--- src/rtl/gpp_pkg.sv ---
// Constants for the two four-bit general-purpose ports: register offsets,
// field positions, reset values and widths.
// Assumes a byte-wide register port with a 16-bit address.
package gpp_pkg;

    localparam int ADDR_W = 16;
    localparam int DATA_W = 8;
    localparam int PIN_W = 4;
    localparam int SYNC_W = 3;

    localparam logic [15:0] OFF_P0_OUT = 16'h0000;
    localparam logic [15:0] OFF_P1_OUT = 16'h0001;
    localparam logic [15:0] OFF_P0_PIN = 16'h000D;
    localparam logic [15:0] OFF_P0_DIR = 16'h0F1A;
    localparam logic [15:0] OFF_P1_DIR = 16'h0F1B;
    localparam logic [15:0] OFF_P0_PU = 16'h0F27;
    localparam logic [15:0] OFF_P0_FUNC = 16'h0F34;
    localparam logic [15:0] OFF_P1_RST_REL = 16'h0F80;
    localparam logic [15:0] OFF_P1_PIN = 16'h0F81;

    localparam logic [7:0] RST_P0_OUT = 8'h00;
    localparam logic [7:0] RST_P1_OUT = 8'h00;
    localparam logic [7:0] RST_P0_DIR = 8'h00;
    localparam logic [7:0] RST_P1_DIR = 8'h00;
    localparam logic [7:0] RST_P0_PU = 8'h00;
    localparam logic [7:0] RST_P0_FUNC = 8'h01;

    localparam int FUNC_HF_BIT = 0;
    localparam int FUNC_LF_BIT = 2;
    localparam int REL_BIT = 0;
    localparam logic [3:0] FUNC_IMPL_MASK = 4'h5;

endpackage

--- src/rtl/gpp_ports.sv ---
// Two four-bit general-purpose ports with their software registers.
// Port 0 also hands its pins to the high- and low-frequency oscillators;
// port 1 pin 0 belongs to the external reset input until released.
// Assumes a byte register port with one-cycle strobes and read data one
// cycle after the read strobe, and pads that resolve pin, output and
// output enable into the real wire.
`timescale 1ns/1ps

// Functional notes
// Port 0: four pins, per-bit direction, oscillator pins.
// Port 0 output latch, reset zero, drives pins.
// Port 0 direction bits, reset zero, 1 output.
// Software keeps pin 0/1 direction at zero.
// Function bits 0 and 2 select oscillators.
// Clearing bit 0 with oscillator on resets.
// Pull-up connects only in input mode.
// Pin-input bits 0/1 gated by function, direction.
// Pin-input bits 2/3 gated by function, direction.
// Port 1: four pins, direction, secondary inputs.
// Port 1 pin 0 is reset until released.
// Port 1 output latch, reset zero, drives pins.
// Upper four bits read zero, ignore writes.
module gpp_ports #(
    parameter int PINS = gpp_pkg::PIN_W
) (
    input wire logic ref_clk,
    input wire logic rst_n,
    // Register port.
    input wire logic [gpp_pkg::ADDR_W-1:0] regAddr,
    input wire logic [gpp_pkg::DATA_W-1:0] regWdata,
    input wire logic regWr,
    input wire logic regRd,
    output logic [gpp_pkg::DATA_W-1:0] regRdata,
    // System side.
    input wire logic hfOscEnable,
    output logic sysClkResetReq,
    output logic hfOscSelect,
    output logic lfOscSelect,
    output logic extResetInN,
    output logic [PINS-1:1] p1SecondaryIn,
    // Port 0 pads.
    input wire logic [PINS-1:0] p0PinIn,
    output logic [PINS-1:0] p0PinOut,
    output logic [PINS-1:0] p0PinOe,
    output logic [PINS-1:0] p0PullupOn,
    // Port 1 pads.
    input wire logic [PINS-1:0] p1PinIn,
    output logic [PINS-1:0] p1PinOut,
    output logic [PINS-1:0] p1PinOe
);

    // Register state.
    logic [PINS-1:0] p0Out_q;
    logic [PINS-1:0] p1Out_q;
    logic [PINS-1:0] p0Dir_q;
    logic [PINS-1:0] p1Dir_q;
    logic [PINS-1:0] port0_pullup_enable_q;
    logic hfSel_q;
    logic lfSel_q;
    logic p1RstOwned_q;
    logic sysRst_q;
    logic [gpp_pkg::DATA_W-1:0] rdata_q;

    // Synchronised pin levels.
    logic [PINS-1:0] p0Level;
    logic [PINS-1:0] p1Level;

    // Decode.
    wire hitP0Out = (regAddr == gpp_pkg::OFF_P0_OUT);
    wire hitP1Out = (regAddr == gpp_pkg::OFF_P1_OUT);
    wire hitP0Pin = (regAddr == gpp_pkg::OFF_P0_PIN);
    wire hitP0Dir = (regAddr == gpp_pkg::OFF_P0_DIR);
    wire hitP1Dir = (regAddr == gpp_pkg::OFF_P1_DIR);
    wire hitP0Pu = (regAddr == gpp_pkg::OFF_P0_PU);
    wire hitP0Func = (regAddr == gpp_pkg::OFF_P0_FUNC);
    wire hitP1Rel = (regAddr == gpp_pkg::OFF_P1_RST_REL);
    wire hitP1Pin = (regAddr == gpp_pkg::OFF_P1_PIN);

    wire wrP0Out = regWr & hitP0Out;
    wire wrP1Out = regWr & hitP1Out;
    wire wrP0Dir = regWr & hitP0Dir;
    wire wrP1Dir = regWr & hitP1Dir;
    wire wrP0Pu = regWr & hitP0Pu;
    wire wrP0Func = regWr & hitP0Func;
    wire wrP1Rel = regWr & hitP1Rel;

    // Only the low nibble is ever stored.
    wire [PINS-1:0] wrNibble = regWdata[PINS-1:0];

    // Function select as a nibble, with unimplemented bits at zero.
    wire [3:0] funcNibble = {1'b0, lfSel_q, 1'b0, hfSel_q};

    // Oscillator ownership per pin: pins 0/1 follow the high-frequency
    // select, pins 2/3 the low-frequency select.
    wire [PINS-1:0] oscOwned = {lfSel_q, lfSel_q, hfSel_q, hfSel_q};

    // Pin-input masking.
    wire [PINS-1:0] p0Readable = ~p0Dir_q & ~oscOwned;
    wire [PINS-1:0] p0PinRead = p0Level & p0Readable;

    // Port 1 pin 0 reads as zero while the reset function owns it.
    wire [PINS-1:0] p1Owned = {{(PINS-1){1'b0}}, p1RstOwned_q};
    wire [PINS-1:0] p1PinRead = p1Level & ~p1Dir_q & ~p1Owned;

    // Clearing the high-frequency select while the oscillator runs
    // raises a system clock reset request.
    wire hfClearHit = wrP0Func & hfOscEnable & ~regWdata[gpp_pkg::FUNC_HF_BIT];

    // Read mux; unmapped addresses read zero.
    function automatic logic [7:0] padByte(input logic [3:0] nib);
        padByte = {4'h0, nib};
    endfunction

    wire [7:0] rdMux =
        hitP0Out  ? padByte(p0Out_q) :
        hitP1Out  ? padByte(p1Out_q) :
        hitP0Pin  ? padByte(p0PinRead) :
        hitP0Dir  ? padByte(p0Dir_q) :
        hitP1Dir  ? padByte(p1Dir_q) :
        hitP0Pu   ? padByte(port0_pullup_enable_q) :
        hitP0Func ? padByte(funcNibble & gpp_pkg::FUNC_IMPL_MASK) :
        hitP1Rel  ? padByte({3'h0, ~p1RstOwned_q}) :
        hitP1Pin  ? padByte(p1PinRead) :
        8'h00;

    gpp_pin_sync #(
        .WIDTH(PINS)
    ) u_p0_sync (
        .ref_clk(ref_clk),
        .rst_n(rst_n),
        .pinAsync(p0PinIn),
        .pinLevel(p0Level)
    );

    gpp_pin_sync #(
        .WIDTH(PINS)
    ) u_p1_sync (
        .ref_clk(ref_clk),
        .rst_n(rst_n),
        .pinAsync(p1PinIn),
        .pinLevel(p1Level)
    );

    // Output latches.
    always_ff @(posedge ref_clk) begin
        if (!rst_n) begin
            p0Out_q <= gpp_pkg::RST_P0_OUT[PINS-1:0];
            p1Out_q <= gpp_pkg::RST_P1_OUT[PINS-1:0];
        end else begin
            if (wrP0Out) begin
                p0Out_q <= wrNibble;
            end
            if (wrP1Out) begin
                p1Out_q <= wrNibble;
            end
        end
    end

    // Direction registers. Pins 0 and 1 of port 0 are stored as written;
    // keeping them at zero is software's job, and the oscillator select
    // still blocks the driver while it owns those pins.
    always_ff @(posedge ref_clk) begin
        if (!rst_n) begin
            p0Dir_q <= gpp_pkg::RST_P0_DIR[PINS-1:0];
            p1Dir_q <= gpp_pkg::RST_P1_DIR[PINS-1:0];
        end else begin
            if (wrP0Dir) begin
                p0Dir_q <= wrNibble;
            end
            if (wrP1Dir) begin
                p1Dir_q <= wrNibble;
            end
        end
    end

    // Pull-up enables.
    always_ff @(posedge ref_clk) begin
        if (!rst_n) begin
            port0_pullup_enable_q <= gpp_pkg::RST_P0_PU[PINS-1:0];
        end else if (wrP0Pu) begin
            port0_pullup_enable_q <= wrNibble;
        end
    end

    // Function select: only bits 0 and 2 exist.
    always_ff @(posedge ref_clk) begin
        if (!rst_n) begin
            hfSel_q <= gpp_pkg::RST_P0_FUNC[gpp_pkg::FUNC_HF_BIT];
            lfSel_q <= gpp_pkg::RST_P0_FUNC[gpp_pkg::FUNC_LF_BIT];
        end else if (wrP0Func) begin
            hfSel_q <= regWdata[gpp_pkg::FUNC_HF_BIT];
            lfSel_q <= regWdata[gpp_pkg::FUNC_LF_BIT];
        end
    end

    // System clock reset request, one cycle long after the offending write.
    always_ff @(posedge ref_clk) begin
        if (!rst_n) begin
            sysRst_q <= 1'b0;
        end else begin
            sysRst_q <= hfClearHit;
        end
    end

    // Reset-pin ownership: every reset hands pin 0 back to the reset
    // function; software releases it once and cannot take it back
    // without a reset, which keeps a stray write from re-arming it.
    always_ff @(posedge ref_clk) begin
        if (!rst_n) begin
            p1RstOwned_q <= 1'b1;
        end else if (wrP1Rel && regWdata[gpp_pkg::REL_BIT]) begin
            p1RstOwned_q <= 1'b0;
        end
    end

    // Read data stand only in the cycle after the read strobe.
    always_ff @(posedge ref_clk) begin
        if (!rst_n) begin
            rdata_q <= 8'h00;
        end else if (regRd) begin
            rdata_q <= rdMux;
        end else begin
            rdata_q <= 8'h00;
        end
    end

    assign regRdata = rdata_q;
    assign sysClkResetReq = sysRst_q;
    assign hfOscSelect = hfSel_q;
    assign lfOscSelect = lfSel_q;

    // Port 0 pads.
    assign p0PinOut = p0Out_q;
    assign p0PinOe = p0Dir_q & ~oscOwned;
    assign p0PullupOn = port0_pullup_enable_q & ~p0Dir_q;

    // Port 1 pads; the reset function keeps pin 0 an input.
    assign p1PinOut = p1Out_q;
    assign p1PinOe = p1Dir_q & ~p1Owned;
    assign extResetInN = p1RstOwned_q ? p1Level[0] : 1'b1;

    // Secondary inputs see the pin only while it is an input.
    assign p1SecondaryIn = p1Level[PINS-1:1] & ~p1Dir_q[PINS-1:1];

endmodule

--- src/rtl/gpp_pin_sync.sv ---
// Three-stage input synchroniser with agreement filter for pin levels.
// Assumes asynchronous pin inputs and one clock with a synchronous reset.
`timescale 1ns/1ps
module gpp_pin_sync #(
    parameter int WIDTH = 4
) (
    input wire logic ref_clk,
    input wire logic rst_n,
    input wire logic [WIDTH-1:0] pinAsync,
    output logic [WIDTH-1:0] pinLevel
);

    logic [WIDTH-1:0] stage1_q;
    logic [WIDTH-1:0] stage2_q;
    logic [WIDTH-1:0] stage3_q;
    logic [WIDTH-1:0] level_q;
    logic [WIDTH-1:0] agree;
    logic [WIDTH-1:0] level_d;

    // A bit only moves once the last two stages agree, so a value caught
    // mid-settle in the second stage never reaches software.
    assign agree = ~(stage2_q ^ stage3_q);
    assign level_d = (agree & stage3_q) | (~agree & level_q);
    assign pinLevel = level_q;

    always_ff @(posedge ref_clk) begin
        if (!rst_n) begin
            stage1_q <= '0;
            stage2_q <= '0;
            stage3_q <= '0;
            level_q <= '0;
        end else begin
            stage1_q <= pinAsync;
            stage2_q <= stage1_q;
            stage3_q <= stage2_q;
            level_q <= level_d;
        end
    end

endmodule

--- config.mk ---
export PLATFORM = sky130hd
export DESIGN_NAME = gpp_ports
export DESIGN_NICKNAME = d
export VERILOG_FILES = /design/src/rtl/gpp_pkg.sv /design/src/rtl/gpp_ports.sv /design/src/rtl/gpp_pin_sync.sv
export SDC_FILE = /design/constraint.sdc
export NUM_CORES = 1
export LEC_CHECK = 0
export ABC_AREA = 1
export BUFFER_PORTS_ARGS = -buffer_cell sky130_fd_sc_hd__buf_2
export CAP_MARGIN = 10
export CORE_MARGIN = 8
export CORE_UTILIZATION = 45
export DETAILED_ROUTE_END_ITERATION = 7
export GPL_TIMING_DRIVEN = 0
export PLACE_DENSITY = 0.7
export RECOVER_POWER = 25
export SETUP_SLACK_MARGIN = 0.3
export SLEW_MARGIN = 20
export SYNTH_ARGS = -nofsm -noshare
export SYNTH_HDL_FRONTEND = slang
export SYNTH_SLANG_ARGS = --single-unit
--- constraint.sdc ---
create_clock -name ref_clk -period 2.7 [get_ports ref_clk]
set_input_delay 0.27 -clock ref_clk [delete_from_list [all_inputs] [get_ports ref_clk]]
set_output_delay 0.27 -clock ref_clk [all_outputs]
set_load 0.02 [all_outputs]
; ---- Word-level counts from Yosys, hierarchy flattened
; Cells that the tools add are included.
; Widths: inputs -> output; s select.
[word_totals]
latchBits = 0
word_cells = 79
register_bits = 64
out_inout_bits = 35
romBits = 0
memories = 0
in_bits = 37
mem_bits_rw = 0
[classes]
n_mul = 0
shift = 0
n_mux = 10
bitwise = 38
n_reduce_logical = 4
div_mod_pow = 0
n_addsub = 0
eq_ne = 8
order_cmp = 0
[ops]
columns = cell, count
row1 = $eq 16x12->1 const B, 6
row2 = $and 4x4->4, 11
row3 = $mux 4, 9
row4 = $not 4->4, 7
row5 = $eq 16x1->1 const B, 1
row6 = $eq 16x4->1 const B, 1
row7 = $logic_not 16->1, 1
row8 = $reduce_or 10->1, 1
row9 = $and 1x1->1, 9
row10 = $or 4x4->4, 2
row11 = $xor 4x4->4, 2
row12 = $not 1->1, 4
row13 = $not 1->4, 1
row14 = $and 3x3->3, 1
row15 = $not 3->3, 1
row16 = $reduce_and 2->1, 1
row17 = $logic_and 1x1->1, 1
row18 = $mux 1, 1

; ---- Depth between registers and ports, before layout
; Gate-level depths: netlist of the first run.
[depth]
word_depth = 12
mapped_depth = 13
depth_no_buf = 13

; ---- Modules after synthesis
; Synthesis of the first run repeated with hierarchy kept, for this count alone.
[hier_totals]
cells_unflattened = 373
area_unflattened_um2 = 2675.1
[by_module_without_submodules]
columns = mod, seq_area_each_um2, n_inst, area_each_um2, cells_each
row1 = gpp_ports, 560.5, 1, 1721.7, 267
row2 = gpp_pin_sync, 320.3, 2, 476.7, 53

; ---- Worst setup path after synthesis of the first run
; No wires, ideal clock.
[synth_path]
path_type = input to register
startpoint = in regAddr[13] (netlist bit)
endpoint = reg rdata_q, in the netlist regRdata[2]
arrival_ps = 1207
required_ps = 2591
n_path_buf = 0
stages = 12
setup_slack_ps = 1385
setup_ps = 109
path_cell_list = nor2_1 -> nand2_2 -> nor2_4 -> nand3_2 -> nand2_1 -> inv_1 -> nand2_1 -> nand2_1 -> nand2_1 -> nand3_1 -> nand2_1 -> inv_1
[synth_between]
elab_chain_cells = 10
word_cells_on_any_way = 18
cone_classes = eq/ne: 8 / mux: 9 / reduce/logical: 1
[synth_lines]
columns = item, line
row1 = "start, declared", gpp_ports.sv:29  ; input wire logic [gpp_pkg::ADDR_W-1:0] regAddr,
row2 = $eq 16x12->1, gpp_ports.sv:77  ; wire hitP1Pin = (regAddr == gpp_pkg::OFF_P1_PIN);
row3 = $mux 4, gpp_ports.sv:123  ; hitP1Pin ? padByte(p1PinRead) :
row4 = $mux 4, gpp_ports.sv:122  ; hitP1Rel ? padByte({3'h0, ~p1RstOwned_q}) :
row5 = $mux 4, gpp_ports.sv:121  ; hitP0Func ? padByte(funcNibble & gpp_pkg::FUNC_IMPL_MASK) :
row6 = $mux 4, gpp_ports.sv:120  ; hitP0Pu ? padByte(port0_pullup_enable_q) :
row7 = $mux 4, gpp_ports.sv:119  ; hitP1Dir ? padByte(p1Dir_q) :
row8 = $mux 4, gpp_ports.sv:118  ; hitP0Dir ? padByte(p0Dir_q) :
row9 = $mux 4, gpp_ports.sv:117  ; hitP0Pin ? padByte(p0PinRead) :
row10 = $mux 4, gpp_ports.sv:116  ; hitP1Out ? padByte(p1Out_q) :
row11 = $mux 4 (*), gpp_ports.sv:115  ; hitP0Out ? padByte(p0Out_q) :
row12 = "end signal, assigned", gpp_ports.sv:221  ; rdata_q <= rdMux;
row13 = "end, declared", gpp_ports.sv:62  ; logic [gpp_pkg::DATA_W-1:0] rdata_q;
; Mark *: on every way between the ends. The rest lies on a longest branch, timed or not.
; A chain may end at the register's enable or synchronous reset.

==> reports/summary.md, run 1 <==
The relative contribution of sequential cells to total power was 0.473; the share of final-layout standard cells stronger than drive strength 1 was 0.227. The number of antenna violations at the first check in global routing is 0. Kind of end point of the critical path: an output pin. The number of max-slew violations in the final report was 0; the final weighted congestion of routability-driven global placement was 0.889. The internal power of the cells totals 1.48 mW. The tools report the remaining design rule violation count as 0. The number of endpoints with negative hold slack in the final report came out at 0.

After synthesis, the cell types taking the most area are dfxtp_1 45%, inv_1 11%, nand2_1 7.9%. The largest fanout of any net on the critical path is 3, and the count of vias placed by the detailed router is 2514. For this run, the top clock speed supported by timing is 731 MHz. The cell sitting at the root of the clock tree is a clkbuf_8. The met3 wire length is 507 µm. The overall global routing resource usage is 0.154, and the share of synthesized flip-flops with an asynchronous set or reset is 0. The number of buffers created by CTS came out at 9. Summed over all layers, the routed wires come to 6450 µm. The synthesized flop and latch total is 60, and the die boundary height is 93.0 µm. Summed over all cells, the static leakage comes to 1.73 nW. The tools report the number of standard cells after synthesis as 377. The clock network power share came out at 0.472. The count of antenna diodes in the layout was 0; the number of port buffers was 62. The area of the core is 0.00582 mm². The run gives 1330 ps as the worst path setup slack after routing.

The tools report the critical path startpoint category as a flop. Number of iterations in the first detailed-routing pass: 4. The logs give 0 for the number of nets still failing antenna checks after routing and 0.000559 V for the maximum vdd ir drop.

Setup repair after global routing left no endpoint under its margin. The tools report the clock tree buffer depth as 2. After detailed placement, the total cell area comes to 0.00309 mm². In this run the post-CTS setup repair buffer count came out at 0. The post-synthesis sequential area ratio is 0.450. The starting density of the core came out at 0.459. Leaving out fill and tap cells, the most frequent cell in the layout is inv_1. After global routing the overflow that remains totals 0.

The synthesis-to-layout area growth was 24.0%. The wire length on met1 is 2750 µm. Path type of the worst setup path: reg -> out. 72 I/O pins were placed. The logs give 2430 ps for the data required time of the critical path and 0 for the final setup violation count. Entering global routing, the biggest net connects 12 pins. The top cell types in the final layout, fill and taps aside, are 77 x inv_1, 62 x buf_2, 60 x dfxtp_1. For this design the ratio of total power to cell area is 578 mW/mm². CTS built an H-tree with a depth of 3. The flow ran to the end, and the final reports show no timing, DRC or antenna violations. The portion of the clock cycle consumed by the worst path in the final layout works out to 0.507.

Most instantiated flip-flop cell in the synthesis netlist: dfxtp_1. The data arrival time of the critical path came out at 1100 ps. The analysis attributes to net switching a power of 0.430 mW. The Yosys step of the flow raised 0 warnings. Across the routed clock network, the largest skew measured is 6.13 ps. The routed design uses 3080 µm of met2 wire. The run gives 340 ps as the clock latency on the worst-skew pair. The via count of the first global-routing pass was 2335. Buffers inserted to repair hold after CTS numbered 0. The logs give 0 ps for the aggregate negative setup slack and 28 for the cell row count. Yosys mapped the design onto 25 distinct sky130hd cell types.

With fillers left out, the area of the finished cells amounts to 0.00331 mm². After clock tree synthesis, the clock-pin slew on the worst setup and hold paths is 70 ps. Yosys mapped a number of flops with a built-in enable equal to 0. The final period demand of the worst path is 1370 ps, and the HPWL after detailed placement is 5020 µm. The average instance in the mapped netlist occupies 7.09 µm². The tool flagged a number of max-cap violations equal to 0.

The run gives 0.055 as the share of total power in combinational logic. After detailed routing, the average wire length per cell comes to 12.1 µm. Number of design-rule violations left by the first detailed-router iteration: 109. The uppermost signal routing layer after detailed routing is met4.

In this run, post-CTS repair resized a total of 0 instances. The top cell type's share of synthesized area was 0.450; the synthesized area was 0.00267 mm². The type of the tightest min-delay check is in -> reg. For the number of nets in the layout, the log shows 490. The floorplan step set the die width to 93.0 µm.

After detailed routing, the number of vias per cell comes to 4.72. The number of fill cells is 579. dfxtp_1 takes more of the synthesized area than any other cell. The fraction of power spent switching nets was 0.225; the count of clock tree sinks was 60. TritonCTS built the clock tree. The die covers 0.00866 mm².

Before CTS, the worst setup slack after placement is 1050 ps. The tools report the global-route wire length before repair as 10600 µm.
[worst max-delay path: stages (launching register included)]
cell and delay (ps):
dfxtp_1 360, inv_1 50, nor2_1 150, buf_2 200
[cells in the mapped netlist, drive strengths merged, types with 2 or more instances]
| cell | instances |
|---|---|
| o21bai | 2 |
| nand3 | 25 |
| o211ai | 2 |
| nand2 | 58 |
| o21ai | 33 |
| nor2 | 59 |
| nor4 | 2 |
| clkbuf | 6 |
| buf | 8 |
| inv | 80 |
| nor3 | 4 |
| dfxtp | 60 |
| a211oi | 5 |
| nand4 | 5 |
| a21oi | 26 |
[final timing paths]
check | start | endpoint | slack (ps) | cells after the start
worst max-delay path | flop | p1SecondaryIn[2] | 1330 | 3
worst min-delay path | p0PinIn[2] | u_p0_sync.stage1_q[2]$_SDFF_PN0_ | 110 | 3
worst max register to register | flop | regRdata[2]$_SDFF_PN0_ | 1560 | 10
worst min register to register | u_p0_sync.stage1_q[2]$_SDFF_PN0_ | u_p0_sync.stage2_q[2]$_SDFF_PN0_ | 410 | 2
[final cells by class]
cell class	count	area [µm²]	share of cell area
Sequential cell	60	1200	0.363
Multi-Input combinational cell	226	1090	0.331
Timing Repair Buffer	62	310	0.0937
Inverter	80	300	0.0907
Clock buffer	10	138	0.0416
Tap cell	75	93.8	0.0283
Clock inverter	6	87.6	0.0264
Buffer	14	86.3	0.0261
[per-stage QoR]
step	utilization	power (mW)	hold slack [ps]	cells
CTS	0.569	1.93	103	533
global placement	0.531	1.03	392	517
global route	0.569	1.99	101	533
detailed placement	0.531	1.03	399	517
floorplan	-	0.984	368	380
finish	0.569	1.91	112	533
[cells by family after synthesis]
| logic type | share of synthesized area |
|---|---|
| AO/OA/AOI/OAI | 0.139 |
| buffers and inverters | 0.145 |
| flip-flops | 0.450 |
| other | 0.00140 |
| AND/OR/NAND/NOR | 0.265 |
[power groups by stage]
stage / Clock [mW] / Sequential (mW) / Combinational [mW]
floorplan: 0 / 0.924 / 0.0597
global placement: 0 / 0.925 / 0.102
detailed placement: 0 / 0.926 / 0.104
CTS: 0.919 / 0.905 / 0.105
global route: 0.965 / 0.907 / 0.118
finish: 0.903 / 0.905 / 0.104
[routing by layer]
| metal | vias to the layer above | GRT usage |
|---|---|---|
| li1 | 1313 | - |
| met1 | 1105 | 0.171 |
| met2 | 81 | 0.260 |
| met3 | 15 | 0.0545 |
| met4 | 0 | 0.0671 |
| met5 | - | 0 |
Note: power is estimated with default switching activity, not from simulation.
==> run 2, diff against run 1 <==
clock period = 1.3 ns   (was 2.7 ns; I/O delays follow)
==> run 2 against run 1 <==
First-iteration DRC count fell by 0.92%. Critical endpoint is now p1SecondaryIn[3]. Critical path depth rose by 1. Sequential power rose by 110%. Clock skew rose by 1.2 ps. Hold slack improved by 7.2 ps. Core utilization rose by 14 points. Setup slack got worse by 1200 ps. Global-route usage rose by 1.1 points. Register-to-register slack got worse by 1400 ps.
==> reports/summary.md, run 2 (synthesized netlist as in run 1, its figures left out) <==
The critical path is of the reg -> out type. For the share of total power in combinational logic, the log shows 0.083. The overall global routing resource usage is 0.165. The net switching power of the design was 0.880 mW. The overflow left after global routing was 0.

Timing would allow up to 856 MHz. The measured slew at the worst slew-check pin is 541 ps. The count of antenna diodes in the layout was 0; the final weighted congestion of routability-driven global placement was 0.891. After detailed routing, the number of remaining DRC violations is 0. STA puts the critical path data arrival time at 1040 ps. The kind of end point of the critical path is an output pin. The internal portion of the total power is 2.85 mW. The deepest level of the CTS H-tree is 3. The path class of the tightest hold or removal check is in -> reg. For the number of antenna violations at the first check in global routing, the log shows 0.

In the final routed layout, each cell accounts on average for 13.5 µm. Before CTS, the worst setup slack after placement is -178 ps. The starting density of the core was 0.459.

Across the run, the number of max-cap violations was 0. Power spread over the standard cell area amounts to 906 mW/mm². Detailed placement finished with a half-perimeter wire length of 5120 µm.

The run finished with clean final reports. The die is 93.0 µm tall. After clock tree synthesis, the clock-pin slew on the worst setup and hold paths is 70 ps. The share of the core filled with cells in the final layout was 0.708; the via count of the first global-routing pass was 2499. Along the worst path, the maximum fanout reaches 2. Compared with the post-synthesis result, the final layout area differs by 54.1%. The share of final-layout standard cells stronger than drive strength 1 is 0.438, and the fraction of power spent switching nets is 0.236. The tools report the clock network power share as 0.417.

The routed wire length was 7610 µm; the worst clock skew was 7.38 ps. For the clock latency on the worst-skew pair, the log shows 330 ps. For the final setup violation count, the log shows 0.

Setup repair after global routing could not meet its margin everywhere. Leakage power of the design: 1.98 nW. The run gives 2 as the clock tree buffer depth.

The number of clock buffers added by TritonCTS is 9. Leaving out fill and tap cells, the most frequent cell in the layout is inv_1. 72 I/O pins were placed. The root cell of the clock tree was clkbuf_8. Cell row count: 28. The number of nets still failing antenna checks after routing is 0, and the count of vias placed by the detailed router is 2739. TritonCTS built the clock tree. The portion of the clock cycle consumed by the worst path in the final layout is 0.899, and the number of endpoints with negative hold slack in the final report is 0. The data required time of the critical path is 1170 ps, and the number of design-rule violations left by the first detailed-router iteration is 108. The logs give 0.640 for the relative max-transition margin and 0.00866 mm² for the die outline area. The maximum vdd ir drop came out at 0.00113 V. For the number of max-slew violations in the final report, the log shows 0. In the post-route analysis, the smallest setup slack over all paths is 132 ps.

The first global-routing pass estimated 11300 µm of wire. Once layout is complete, the cells apart from fillers number 564. The tightest hold path in the finished design has a slack of 119 ps. In the layout the commonest cells are 62 x inv_1, 48 x nand2_1, 39 x dfxtp_1.

In the final design database the tool counted 521 nets. The largest net degree at the start of global routing is 11, and the x dimension of the die is 93.0 µm. The number of iterations in the first detailed-routing pass is 4, and the via density per instance is 4.86.

The worst setup path is launched from a flop. In this run the standard cell core region covers 0.00582 mm². The final period demand of the worst path was 1170 ps. The number of port buffers was 62.

The tools report the relative contribution of sequential cells to total power as 0.501. The logs give 60 for the count of clock tree sinks and 517 for the number of instances in the placed design. The run gives 466 as the number of fill cells.
run 2: layout make-up:
| type | instances | area [µm²] | share of cell area |
|---|---|---|---|
| Sequential cell | 60 | 1240 | 0.302 |
| Buffer | 14 | 97.6 | 0.0237 |
| Timing Repair Buffer | 93 | 757 | 0.184 |
| Multi-Input combinational cell | 226 | 1430 | 0.347 |
| Inverter | 80 | 310 | 0.0754 |
| Tap cell | 75 | 93.8 | 0.0228 |
| Clock inverter | 6 | 55.1 | 0.0134 |
| Clock buffer | 10 | 128 | 0.0310 |
run 2: critical path, cell delays in order, from the launching register on:
cell	delay [ps]
dfxtp_2	330
inv_2	40
nor2_4	110
buf_4	120
buf_6	100
run 2: routing by layer:
layer	vias up	GRT usage	routed length, µm
met2	94	0.284	3940
met5	-	0	0
met4	0	0.0792	168
met3	14	0.0569	637
li1	1384	-	-
met1	1247	0.177	2870
run 2: power groups by stage:
stage,Sequential (mW),Combinational [mW],Clock [mW]
global placement,1.92,0.226,0
detailed placement,1.92,0.232,0
CTS,1.87,0.258,1.59
floorplan,1.92,0.132,0
global route,1.87,0.340,1.68
finish,1.87,0.308,1.55
run 2: path summary, 6_finish.rpt:
| check | from | end | slack (ps) | cells after the start |
|---|---|---|---|---|
| hold reg to reg | u_p0_sync.stage1_q[2]$_SDFF_PN0_ | u_p0_sync.stage2_q[2]$_SDFF_PN0_ | 410 | 2 |
| setup / recovery | flop | p1SecondaryIn[3] | 130 | 4 |
| hold / removal | regWdata[0] | p0Dir_q[0]$_SDFFE_PN0P_ | 120 | 3 |
| setup reg to reg | flop | regRdata[3]$_SDFF_PN0_ | 210 | 8 |
run 2: timing repair:
item | in CTS | in global routing
setup buffers | 10 | 11
pin swaps | 11 | 29
gates resized for setup | 91 | 88
hold buffers | 9 | 0
endpoints found under the setup margin | 30 | 49
endpoints found under the hold margin | 9 | 0
gates cloned | 0 | 1
run 2: through the flow:
stage | TNS, ps | cell area (µm²) | total power, mW
2_1_floorplan | 0 | 2750 | 2.05
3_3_place_gp | -1250 | 3150 | 2.15
3_5_place_dp | -1750 | 3150 | 2.15
4_1_cts | 0 | 3730 | 3.72
5_1_grt | 0 | 4120 | 3.89
6_report | 0 | 4120 | 3.73
